`src/hdl/dlms_pkg.sv`:
```
// shared constants and carriers for the display link mode and sleep controller
package dlms_pkg;

  // ****************************************************************
  // timing
  // ****************************************************************
  localparam int CLK_PERIOD_NS = 10;
  localparam int CLK_STOP_NS = 1000;
  localparam int CLK_STOP_CYC = (CLK_STOP_NS + CLK_PERIOD_NS - 1) / CLK_PERIOD_NS;
  localparam int HOLDOFF_REF_CYC = 1024;
  localparam int WR_LOW_SCK = 12;
  localparam int RD_LOW_SCK = 62;
  localparam int SYNC_W = 53;

  // ****************************************************************
  // multiplier straps and factors
  // ****************************************************************
  localparam logic [1:0] MULT_CODE_8X = 2'h0;
  localparam logic [1:0] MULT_CODE_10X = 2'h1;
  localparam logic [1:0] MULT_CODE_12X = 2'h2;
  localparam logic [1:0] MULT_CODE_RSVD = 2'h3;
  localparam logic [4:0] FACTOR_8X = 5'h08;
  localparam logic [4:0] FACTOR_10X = 5'h0A;
  localparam logic [4:0] FACTOR_12X = 5'h0C;
  localparam logic [4:0] FACTOR_NONE = 5'h00;

  // ****************************************************************
  // states
  // ****************************************************************
  typedef enum logic [1:0] {
    MST_SLEEP = 2'h0,
    MST_PLL_WAIT = 2'h1,
    MST_HOLDOFF = 2'h3,
    MST_READY = 2'h2
  } dlms_mst_e;

  typedef enum logic [1:0] {
    SLV_SLEEP = 2'h0,
    SLV_IDLE = 2'h1,
    SLV_WRITE = 2'h3,
    SLV_READ = 2'h2
  } dlms_slv_e;

  // ****************************************************************
  // carriers
  // ****************************************************************
  typedef struct packed {
    logic sel_sub;
    logic cmd_data;
    logic [17:0] data;
  } dlms_word_s;

endpackage : dlms_pkg

```
`src/hdl/dlms_ctrl.sv`:
```
// role, multiplier, sleep and error-flag control of a display serial link end
// Operation
// - role strap high makes the device link master, low makes it slave.
// - multiplier code 00/01/10 selects 8X/10X/12X; 11 is reserved.
// - only a master enables its PLL, which makes the serial clock.
// - serial clock equals reference clock times the selected factor.
// - one bit per serial clock edge: bit rate is twice serial clock.
// - sleeping slave: data low, selects and strobes high; error low on both.
// - slave powers up with all outputs driven at their idle levels.
// - master powers up driving its error flag low.
// - master sleeps whenever sleep request is driven low.
// - awake master sleeps when the reference clock stops at a static level.
// - sleeping master releases its host inputs to high impedance.
// - slave with sleep request high follows link state to wake or sleep.
// - slave sleeps on its own sleep request and idles its outputs.
// - store-only slave performs writes only, never reads or turnarounds.
// - master error flag reports a CRC error on returned read data.
// - slave error flag reports any CRC error on received frames.
// - master ignores host cycles that select neither panel.
// - slave data bus is two-way; selects, strobes, command select are outputs.
// - drive straps set slave drive; low sel0 softens slave data edges, strobes stay sharp.
// - slave error stays high until the slave sleeps (sleep request or link inactive) or power cycle.
// - master holds off the link for a reference count after PLL lock.
// - slave write strobe is low for exactly twelve serial clock cycles.
`timescale 1ns/1ps
module dlms_ctrl #(
  parameter int HOLDOFF_CYC = dlms_pkg::HOLDOFF_REF_CYC,
  parameter int WR_LOW = dlms_pkg::WR_LOW_SCK,
  parameter int RD_LOW = dlms_pkg::RD_LOW_SCK,
  parameter int STOP_CYC = dlms_pkg::CLK_STOP_CYC
) (
  input wire logic mclk,
  input wire logic sys_rst,
  input wire logic role_select,
  input wire logic factory_test_select,
  input wire logic [1:0] multiplier_select,
  input wire logic store_only_select,
  input wire logic drive_strength_sel0,
  input wire logic drive_strength_sel1,
  input wire logic sleep_request_n,
  input wire logic ref_clk,
  input wire logic pll_locked,
  input wire logic link_active,
  input wire logic serial_clk,
  input wire logic host_cs_main_n,
  input wire logic host_cs_sub_n,
  input wire logic host_wr_n,
  input wire logic host_rd_n,
  input wire logic host_cmd_data,
  input wire logic [17:0] host_data,
  input wire logic rd_crc_err,
  input wire logic rx_crc_err,
  input wire logic rx_valid,
  input wire logic rx_is_read,
  input wire dlms_pkg::dlms_word_s rx_word,
  input wire logic [17:0] panel_data_in,
  output logic is_master_q,
  output logic test_mode_q,
  output logic pll_enable_q,
  output logic [4:0] pll_factor_q,
  output logic [5:0] bits_per_ref_q,
  output logic link_ready_q,
  output logic host_in_en_q,
  output logic fwd_valid_q,
  output dlms_pkg::dlms_word_s fwd_word_q,
  output logic fwd_lost_q,
  output logic link_fault_flag_q,
  output logic turnaround_en_q,
  output logic panel_select_main_n_q,
  output logic panel_select_sub_n_q,
  output logic panel_wr_n_q,
  output logic panel_rd_n_q,
  output logic panel_cmd_data_q,
  output logic [17:0] panel_data_out_q,
  output logic panel_data_oe_q,
  output logic [17:0] rd_data_q,
  output logic rd_valid_q,
  output logic data_soft_edge_q,
  output logic strobe_soft_edge_q,
  output logic [1:0] drive_level_q
);

  // ****************************************************************
  // elaboration checks
  // ****************************************************************
  if (HOLDOFF_CYC < 1 || HOLDOFF_CYC > 65535 || WR_LOW < 1 || WR_LOW > 255 ||
      RD_LOW < 1 || RD_LOW > 255 || STOP_CYC < 2 || STOP_CYC > 65535) begin : g_param_chk
    $error("dlms_ctrl: parameter out of range");
  end

  // ****************************************************************
  // input synchronisers
  // ****************************************************************
  localparam int SW = dlms_pkg::SYNC_W;
  // pins rest at their idle levels in reset so no false strobe edge follows it
  localparam logic [SW-1:0] SYNC_IDLE = {12'h000, 4'hF, 37'h0};
  logic [SW-1:0] async_in;
  logic [SW-1:0] meta_q;
  logic [SW-1:0] sync_q;
  logic ref_d_q, sck_d_q, wr_d_q, rd_d_q;
  logic role_s, test_s, store_only_s, ds0_s, ds1_s, sleep_n_s, ref_s, lock_s, link_s, sck_s;
  logic cs_main_s, cs_sub_s, wr_s, rd_s, cd_s;
  logic [1:0] mult_s;
  logic [17:0] hd_s;
  logic [17:0] pd_s;
  assign async_in = {role_select, factory_test_select, multiplier_select, store_only_select,
                     drive_strength_sel0, drive_strength_sel1, sleep_request_n, ref_clk,
                     pll_locked, link_active, serial_clk, host_cs_main_n, host_cs_sub_n,
                     host_wr_n, host_rd_n, host_cmd_data, host_data, panel_data_in};
  always_ff @(posedge mclk or posedge sys_rst) begin
    if (sys_rst) begin
      meta_q <= SYNC_IDLE;
      sync_q <= SYNC_IDLE;
      ref_d_q <= 1'b0;
      sck_d_q <= 1'b0;
      wr_d_q <= 1'b1;
      rd_d_q <= 1'b1;
    end else begin
      meta_q <= async_in;
      sync_q <= meta_q;
      ref_d_q <= ref_s;
      sck_d_q <= sck_s;
      wr_d_q <= wr_s;
      rd_d_q <= rd_s;
    end
  end
  assign {role_s, test_s, mult_s, store_only_s, ds0_s, ds1_s, sleep_n_s, ref_s, lock_s,
          link_s, sck_s, cs_main_s, cs_sub_s, wr_s, rd_s, cd_s, hd_s, pd_s} = sync_q;

  // ****************************************************************
  // edge detectors on synchronised pins
  // ****************************************************************
  logic ref_rise, ref_edge, sck_rise, wr_fall, rd_fall, cs_any;
  assign ref_rise = ref_s & ~ref_d_q;
  assign ref_edge = ref_s ^ ref_d_q;
  assign sck_rise = sck_s & ~sck_d_q;
  assign wr_fall = wr_d_q & ~wr_s;
  assign rd_fall = rd_d_q & ~rd_s;
  assign cs_any = ~cs_main_s | ~cs_sub_s;

  // ****************************************************************
  // static configuration
  // ****************************************************************
  logic [4:0] factor_d;
  always_comb begin
    case (mult_s)
      dlms_pkg::MULT_CODE_8X: factor_d = dlms_pkg::FACTOR_8X;
      dlms_pkg::MULT_CODE_10X: factor_d = dlms_pkg::FACTOR_10X;
      dlms_pkg::MULT_CODE_12X: factor_d = dlms_pkg::FACTOR_12X;
      default: factor_d = dlms_pkg::FACTOR_NONE;
    endcase
  end
  always_ff @(posedge mclk or posedge sys_rst) begin
    if (sys_rst) begin
      is_master_q <= 1'b0;
      test_mode_q <= 1'b0;
      pll_factor_q <= dlms_pkg::FACTOR_NONE;
      bits_per_ref_q <= '0;
      turnaround_en_q <= 1'b0;
      data_soft_edge_q <= 1'b0;
      strobe_soft_edge_q <= 1'b0;
      drive_level_q <= '0;
    end else begin
      is_master_q <= role_s;
      test_mode_q <= test_s;
      pll_factor_q <= role_s ? factor_d : dlms_pkg::FACTOR_NONE;
      bits_per_ref_q <= role_s ? {factor_d, 1'b0} : 6'h00;
      turnaround_en_q <= ~role_s & ~store_only_s;
      data_soft_edge_q <= ~role_s & ~ds0_s;
      strobe_soft_edge_q <= 1'b0;
      drive_level_q <= role_s ? 2'h0 : {ds1_s, ds0_s};
    end
  end

  // ****************************************************************
  // master: reference clock stop detector
  // ****************************************************************
  logic [15:0] stop_cnt_q;
  logic clk_stop_q;
  always_ff @(posedge mclk or posedge sys_rst) begin
    if (sys_rst) begin
      stop_cnt_q <= '0;
      clk_stop_q <= 1'b0;
    end else if (ref_edge) begin
      stop_cnt_q <= '0;
      clk_stop_q <= 1'b0;
    end else if (stop_cnt_q == 16'(STOP_CYC - 1)) begin
      clk_stop_q <= 1'b1;
    end else begin
      stop_cnt_q <= stop_cnt_q + 16'h0001;
    end
  end

  // ****************************************************************
  // master: sleep, PLL lock and hold-off sequence
  // ****************************************************************
  dlms_pkg::dlms_mst_e mst_q;
  logic [15:0] hold_cnt_q;
  logic m_sleep;
  assign m_sleep = ~role_s | ~sleep_n_s | clk_stop_q | (mult_s == dlms_pkg::MULT_CODE_RSVD);
  always_ff @(posedge mclk or posedge sys_rst) begin
    if (sys_rst) begin
      mst_q <= dlms_pkg::MST_SLEEP;
      hold_cnt_q <= '0;
    end else if (m_sleep) begin
      mst_q <= dlms_pkg::MST_SLEEP;
      hold_cnt_q <= '0;
    end else begin
      case (mst_q)
        dlms_pkg::MST_SLEEP: mst_q <= dlms_pkg::MST_PLL_WAIT;
        dlms_pkg::MST_PLL_WAIT: begin
          hold_cnt_q <= '0;
          if (lock_s) begin
            mst_q <= dlms_pkg::MST_HOLDOFF;
          end
        end
        dlms_pkg::MST_HOLDOFF: begin
          if (ref_rise) begin
            hold_cnt_q <= hold_cnt_q + 16'h0001;
            if (hold_cnt_q == 16'(HOLDOFF_CYC - 1)) begin
              mst_q <= dlms_pkg::MST_READY;
            end
          end
        end
        dlms_pkg::MST_READY: mst_q <= dlms_pkg::MST_READY;
        default: mst_q <= dlms_pkg::MST_SLEEP;
      endcase
    end
  end
  always_ff @(posedge mclk or posedge sys_rst) begin
    if (sys_rst) begin
      pll_enable_q <= 1'b0;
      host_in_en_q <= 1'b0;
      link_ready_q <= 1'b0;
    end else begin
      pll_enable_q <= ~m_sleep && mst_q != dlms_pkg::MST_SLEEP;
      host_in_en_q <= ~m_sleep && mst_q != dlms_pkg::MST_SLEEP;
      link_ready_q <= ~m_sleep && mst_q == dlms_pkg::MST_READY;
    end
  end

  // ****************************************************************
  // master: host write forwarding
  // ****************************************************************
  always_ff @(posedge mclk or posedge sys_rst) begin
    if (sys_rst) begin
      fwd_valid_q <= 1'b0;
      fwd_lost_q <= 1'b0;
      fwd_word_q <= '0;
    end else begin
      fwd_valid_q <= 1'b0;
      fwd_lost_q <= 1'b0;
      if (role_s && ~m_sleep && wr_fall && cs_any) begin
        if (mst_q == dlms_pkg::MST_READY) begin
          fwd_valid_q <= 1'b1;
          fwd_word_q <= '{sel_sub: cs_main_s, cmd_data: cd_s, data: hd_s};
        end else begin
          fwd_lost_q <= 1'b1;
        end
      end
    end
  end

  // ****************************************************************
  // slave: panel bus sequencer
  // ****************************************************************
  dlms_pkg::dlms_slv_e slv_q;
  logic [7:0] strobe_cnt_q;
  logic s_sleep;
  assign s_sleep = role_s | ~sleep_n_s | ~link_s;
  always_ff @(posedge mclk or posedge sys_rst) begin
    if (sys_rst) begin
      slv_q <= dlms_pkg::SLV_SLEEP;
      strobe_cnt_q <= '0;
      {panel_select_main_n_q, panel_select_sub_n_q, panel_wr_n_q, panel_rd_n_q,
       panel_cmd_data_q} <= 5'h1F;
      panel_data_out_q <= '0;
      panel_data_oe_q <= 1'b1;
      rd_data_q <= '0;
      rd_valid_q <= 1'b0;
    end else if (s_sleep) begin
      slv_q <= dlms_pkg::SLV_SLEEP;
      strobe_cnt_q <= '0;
      {panel_select_main_n_q, panel_select_sub_n_q, panel_wr_n_q, panel_rd_n_q,
       panel_cmd_data_q} <= 5'h1F;
      panel_data_out_q <= '0;
      panel_data_oe_q <= 1'b1;
      rd_valid_q <= 1'b0;
    end else begin
      rd_valid_q <= 1'b0;
      case (slv_q)
        dlms_pkg::SLV_SLEEP: slv_q <= dlms_pkg::SLV_IDLE;
        dlms_pkg::SLV_IDLE: begin
          strobe_cnt_q <= '0;
          if (rx_valid && !rx_is_read) begin
            slv_q <= dlms_pkg::SLV_WRITE;
            panel_select_main_n_q <= rx_word.sel_sub;
            panel_select_sub_n_q <= ~rx_word.sel_sub;
            panel_cmd_data_q <= rx_word.cmd_data;
            panel_data_out_q <= rx_word.data;
            panel_wr_n_q <= 1'b0;
          end else if (rx_valid && !store_only_s) begin
            slv_q <= dlms_pkg::SLV_READ;
            panel_select_main_n_q <= rx_word.sel_sub;
            panel_select_sub_n_q <= ~rx_word.sel_sub;
            panel_cmd_data_q <= rx_word.cmd_data;
            panel_data_oe_q <= 1'b0;
            panel_rd_n_q <= 1'b0;
          end
        end
        dlms_pkg::SLV_WRITE: begin
          if (sck_rise) begin
            strobe_cnt_q <= strobe_cnt_q + 8'h01;
            if (strobe_cnt_q == 8'(WR_LOW - 1)) begin
              panel_wr_n_q <= 1'b1;
              slv_q <= dlms_pkg::SLV_IDLE;
            end
          end
        end
        dlms_pkg::SLV_READ: begin
          if (sck_rise) begin
            strobe_cnt_q <= strobe_cnt_q + 8'h01;
            if (strobe_cnt_q == 8'(RD_LOW - 1)) begin
              panel_rd_n_q <= 1'b1;
              panel_data_oe_q <= 1'b1;
              rd_data_q <= pd_s;
              rd_valid_q <= 1'b1;
              slv_q <= dlms_pkg::SLV_IDLE;
            end
          end
        end
        default: slv_q <= dlms_pkg::SLV_SLEEP;
      endcase
    end
  end

  // ****************************************************************
  // error flag, both roles
  // ****************************************************************
  always_ff @(posedge mclk or posedge sys_rst) begin
    if (sys_rst) begin
      link_fault_flag_q <= 1'b0;
    end else if (role_s) begin
      if (m_sleep) begin
        link_fault_flag_q <= 1'b0;
      end else if (rd_crc_err) begin
        link_fault_flag_q <= 1'b1;
      end else if (rd_fall && cs_any) begin
        link_fault_flag_q <= 1'b0;
      end
    end else begin
      if (s_sleep) begin
        link_fault_flag_q <= 1'b0;
      end else if (rx_crc_err) begin
        link_fault_flag_q <= 1'b1;
      end
    end
  end
endmodule : dlms_ctrl

```
`config.mk`:
```
export PLATFORM = sky130hd
export DESIGN_NAME = dlms_ctrl
export DESIGN_NICKNAME = d
export VERILOG_FILES = /design/src/hdl/dlms_pkg.sv /design/src/hdl/dlms_ctrl.sv
export SDC_FILE = /design/constraint.sdc
export NUM_CORES = 1
export LEC_CHECK = 0
export BUFFER_PORTS_ARGS = -buffer_cell sky130_fd_sc_hd__clkbuf_2
export CAP_MARGIN = 5
export CELL_PAD_IN_SITES_DETAIL_PLACEMENT = 2
export CELL_PAD_IN_SITES_GLOBAL_PLACEMENT = 2
export CORE_AREA = 2 2 153 155
export CTS_CLUSTER_SIZE = 14
export DETAILED_ROUTE_END_ITERATION = 16
export DIE_AREA = 0 0 155 157
export PLACE_DENSITY_LB_ADDON = 0.1
export SYNTH_ARGS = -nofsm -noshare
export SYNTH_HDL_FRONTEND = slang
export SYNTH_SLANG_ARGS = --single-unit
```
`constraint.sdc`:
```
create_clock -name mclk -period 9.11 [get_ports mclk]
set_input_delay 0 -clock mclk [delete_from_list [all_inputs] [get_ports mclk]]
set_output_delay 0 -clock mclk [all_outputs]
set_load 0.005 [all_outputs]
```
Word level (Yosys, flattened, before mapping)
Index checks and enable logic that the tools add are counted.
{"block": "word_totals", "output_inout_bits": 87, "in_bits": 79, "latch_bits": 0, "regBits": 239, "ramBits": 0, "n_memories": 0, "romBits": 0}
{"block": "op_classes", "eq_ne": 27, "mul": 0, "n_div": 0, "n_mux": 67, "n_bitwise": 27, "order_cmp": 0, "add_sub_neg": 3, "n_reduce_logical": 35, "shifts": 0}
{"op": "16-bit two-way mux", "n": 4}
{"op": "18-bit two-way mux", "n": 3}
{"op": "1-bit two-way mux", "n": 37}
{"op": "16-bit by 1-bit adder with 16-bit output (second input constant)", "n": 2}
{"op": "16-bit one-hot mux with 2 select lines", "n": 1}
{"op": "3-bit != test (second input constant)", "n": 10}
{"op": "2-bit two-way mux", "n": 12}
{"op": "3-bit nonzero test", "n": 6}
{"op": "16-bit by 10-bit == test with 1-bit output (second input constant)", "n": 1}
{"op": "16-bit by 7-bit == test with 1-bit output (second input constant)", "n": 1}
{"op": "8-bit two-way mux", "n": 2}
{"op": "2-bit one-hot mux with 4 select lines", "n": 2}
{"op": "8-bit one-hot mux with 2 select lines", "n": 1}
{"op": "1-bit inverter", "n": 14}
{"op": "2-bit == test (second input constant)", "n": 6}
{"op": "4-bit one-hot mux with 3 select lines", "n": 1}
{"op": "2-bit AND reduction", "n": 6}
{"op": "5-bit AND reduction", "n": 2}
{"op": "8-bit by 1-bit adder with 8-bit output (second input constant)", "n": 1}
{"op": "8-bit by 4-bit == test with 1-bit output (second input constant)", "n": 1}
{"op": "8-bit by 6-bit == test with 1-bit output (second input constant)", "n": 1}
{"op": "1-bit logical AND", "n": 8}
{"op": "4-bit AND reduction", "n": 2}
{"op": "2-bit nonzero test", "n": 4}
{"op": "15 further kinds", "n": 31}

Longest topological paths before layout
{"block": "depth", "depth_word": 9, "ltp_mapped": 7, "depth_no_buf": 6}

Worst setup path before layout
OpenSTA, ideal clock, no wires.
{"block": "synth_timing", "path_type": "flip-flop to flip-flop", "start": "reg strobe_cnt_q[3]", "end": "reg rd_data_q[0]", "path_slack_ps": 6940, "path_buffers": 2, "t_required_ps": 8985, "stages_incl_launch_ff": 7, "t_arrival_ps": 2045, "setup_time_ps": 125, "cell_sequence": "dfrtp_1 > nand4_1 > or4b_4 > or4_1 > buf_6 > buf_12 > mux2_4"}
{"block": "synth_between", "elab_chain_len": 2}
{"item": "from (decl)", "line_no": "dlms_ctrl.sv:268", "source": "logic [7:0] strobe_cnt_q;"}
{"item": "from (signal assigned)", "line_no": "dlms_ctrl.sv:313", "source": "strobe_cnt_q <= strobe_cnt_q + 8'h01;"}
{"item": "from (signal assigned)", "line_no": "dlms_ctrl.sv:322", "source": "strobe_cnt_q <= strobe_cnt_q + 8'h01;"}
{"item": "8-bit by 6-bit == test with 1-bit output", "line_no": "dlms_ctrl.sv:323", "source": "if (strobe_cnt_q == 8'(RD_LOW - 1)) begin"}
{"item": "4-bit AND reduction (no source line)"}
{"item": "to (signal assigned)", "line_no": "dlms_ctrl.sv:326", "source": "rd_data_q <= pd_s;"}
{"item": "to (decl)", "line_no": "dlms_ctrl.sv:76", "source": "output logic [17:0] rd_data_q,"}
No other way between the ends.
A chain may end at the register's enable or synchronous reset.

Worst setup path in the final report
{"block": "layout_timing", "start": "reg sync_q[52]", "end": "reg rd_data_q[4]"}
{"block": "layout_between", "elab_chain_len": 4}
{"item": "from (decl)", "line_no": "dlms_ctrl.sv:99", "source": "logic [SW-1:0] sync_q;"}
{"item": "from (signal assigned)", "line_no": "dlms_ctrl.sv:120", "source": "sync_q <= meta_q;"}
{"item": "1-bit bitwise OR (2 in series)", "line_no": "dlms_ctrl.sv:270", "source": "assign s_sleep = role_s | ~sleep_n_s | ~link_s;"}
{"item": "1-bit inverter (no source line)"}
{"item": "4-bit AND reduction (no source line)"}
No other way between the ends.

==> metrics <==
status=completed; syn avg cell area=between 10 and 15 um2; CTS tree=yes; Post-Synthesis Cells=611; #FFs+latches synth=roughly 230; Placement Setup Slack=5890 ps; setup violators final=0; Post-synth EDFFs=0; slew at the pin with the worst max-slew slack=1100 ps; clock skew=around 19 ps; IO buf count=about 160; Initial Utilization=a little under two fifths; most frequent cells after synthesis=dfrtp_1, nand2_1, a21oi_1, mux2_2, nor2_1; unrepaired setup endpoints after global routing=no; Worst Path Max Fanout=24; share of cells above drive strength 1=between 30% and 40%; Logic pwr share=about 4.7%; Async S/R FF share, synth=between 90% and 100%; CTS Buffer Depth=3; number of global-route vias before repair=6606; DRC violations left=0; leakage=5.17 nW; fin nets=940; Period minus WS final=3190 ps; switching power=0.480 mW; chip width=155 um; first-pass GRT wire length=36.7 mm; Tot GR Track Use=19.3%; H-tree levels=1; max_cap viols=0; per-cell routed wire length=19.7 um; Worst setup SP type=flip-flop; drt via density=~4.9; CP Capture Type=flip-flop; Clock transition at path regs=70 ps; Synth warnings=0; Clock power frac=between 40% and 50%; full die area=0.0243 mm2; post-CTS sizing=0; Final Cycle Share=35.1%; Routed WL=22.8 mm; root buffer cell=clkbuf_16; largest area contributor in the netlist=dfrtp_1; largest net degree at the start of global routing=between 100 and 150; IR drop worst, VDD=0.000125 V; total I/O pin count=approximately 170; Fin. Hold Viols=0; RD Place Congestion=around 0.76; Slew Limit Headroom=26.7%; die height=around 160 um; area delta synth->final=32.3%; Slew Limit Fails=0; Int Power=~1.7 mW; ant diodes=0; top cells by area, synth=dfrtp_1, dfstp_2, mux2_2; worst-skew pair later-pin latency=530 ps; sequential fraction of design power=48.7%; Synth top area share=65.5%; Yosys cell types=58; worst path required time=9510 ps; share of the yosys chip area belonging to registers=70.2%; Detail Route Antenna Nets=0; core area=approximately 0.023 mm2; PnR worst setup slack=5920 ps; cell with the most instances after synthesis=dfrtp_1; Cell Area, Synth=0.00826 mm2; setup TNS=0 ps; WP data arrival=3590 ps; Worst Hold Class=in2reg; DR iter-0 viols=240; vias=5697; Overflow after GRT=0; Finished Cell Area=about 0.011 mm2; Crit Path Class=reg2reg; Net Sw Frac=21.7%; Placed Area=0.00930 mm2; pwr dens=202 mW/mm2; FMAX=313 MHz; CTS buffer count=24; TritonCTS sink count=approximately 230; DP Wirelength=14.2 mm; Cell Rows=55; antenna violations before repair=1; Synth Flop Type=dfrtp_1; TritonRoute pass-1 iters=4
[area by class of cell]
| type | count | area (um2) |
|---|---|---|
| well taps | 285 | 357 |
| flip-flops and latches | 231 | 5800 |
| fillers | 2174 | 11600 |
| clock inverters | 8 | 129 |
| repair buffers | 241 | 1610 |
| inverters | 14 | 60.1 |
| clock buffers | 35 | 702 |
| multi-input cells | 344 | 2270 |
[stage by stage]
step | utilization [%] | cells | total power, mW | hold WS, ps
2_1_floorplan | - | 616 | 1.13 | 4.48
3_3_place_gp | 41.3 | 1036 | 1.16 | 90.8
3_5_place_dp | 41.3 | 1036 | 1.17 | 90.0
4_1_cts | 48.5 | 1158 | 2.23 | 97.5
5_1_grt | 48.5 | 1158 | 2.30 | 106
6_report | 48.5 | 1158 | 2.21 | 121
[logic make-up after synthesis]
family	Yosys count	synth area share [%]
and+or+nand+nor	193	12.4
adders and majority gates	5	0.758
buffers and inverters	41	2.68
muxes	44	6.32
DFF	231	70.2
xor gates and xnor gates	14	1.48
AOI/OAI and AO/OA	82	6.11
other	1	0.0454
[routing by layer]
layer	wire, um	vias up	global-route usage (%)
met5	0	-	0
met4	431	0	4.94
met3	935	33	3.14
met2	12600	128	36.4
met1	8920	2959	22.8
li1	-	2577	-
[state kept, by name, summed over array words and instances (netlist names), 2 cells and up]
| register | flops |
|---|---|
| panel_data_out_q | 18 |
| fwd_word_q | 20 |
| meta_q | 53 |
| slv_q | 2 |
| sync_q | 53 |
| hold_cnt_q | 16 |
| drive_level_q | 2 |
| mst_q | 2 |
| rd_data_q | 18 |
| strobe_cnt_q | 8 |
| stop_cnt_q | 16 |
| pll_factor_q | 3 |
[critical path: stages (launching register included)]
cell and delay (ps):
dfrtp_1 480, nand3b_1 840, or4_1 1280, mux2_4 480
[power by group through the flow]
stage	logic (mW)	clock network [mW]	registers, mW
after floorplan	0.0407	0	1.09
after CTS	0.105	1.05	1.08
after global placement	0.0730	0	1.09
after detailed placement	0.0770	0	1.09
after global routing	0.116	1.10	1.08
final	0.103	1.03	1.08
[repair_timing]
action,4_1_cts,5_1_grt
hold endpoints to repair,175,0
buffers inserted,0,0
hold buffers,79,0
setup endpoints to repair,0,0
[worst paths after layout]
path | start | to | cells after the start | slack [ps]
min reg2reg | meta_q[32] | sync_q[32] | 0 | 350
max | sync_q[52] | rd_data_q[4] | 3 | 5920
min | host_cs_sub_n | meta_q[39] | 2 | 120
max in group asynchronous | sys_rst | hold_cnt_q[10] | 4 | 7610
max reg2reg | sync_q[52] | rd_data_q[4] | 3 | 5920
min in group asynchronous | sys_rst | meta_q[42] | 3 | 190
[cell usage in the layout (no fill, tap or decap), types with 6 or more instances in the layout]
cell             n
nand2_1         66
dfstp_2         15
mux2_2          29
dlygate4sd3_1   79
mux2_4           9
clkbuf_8         6
xor2_1           8
conb_1           6
a21oi_1         36
nor2b_1          6
nor4_1           6
mux2i_1          6
o21ai_0         16
nor3_1           8
nand3_1         14
or3_1           10
xnor2_1          6
nand2b_1         9
dfrtp_1        216
inv_1           13
clkbuf_16       24
clkbuf_2       159
and2_1          11
nand4_1         11
nor2_1          19
Note: power is estimated with default switching activity, not from simulation.
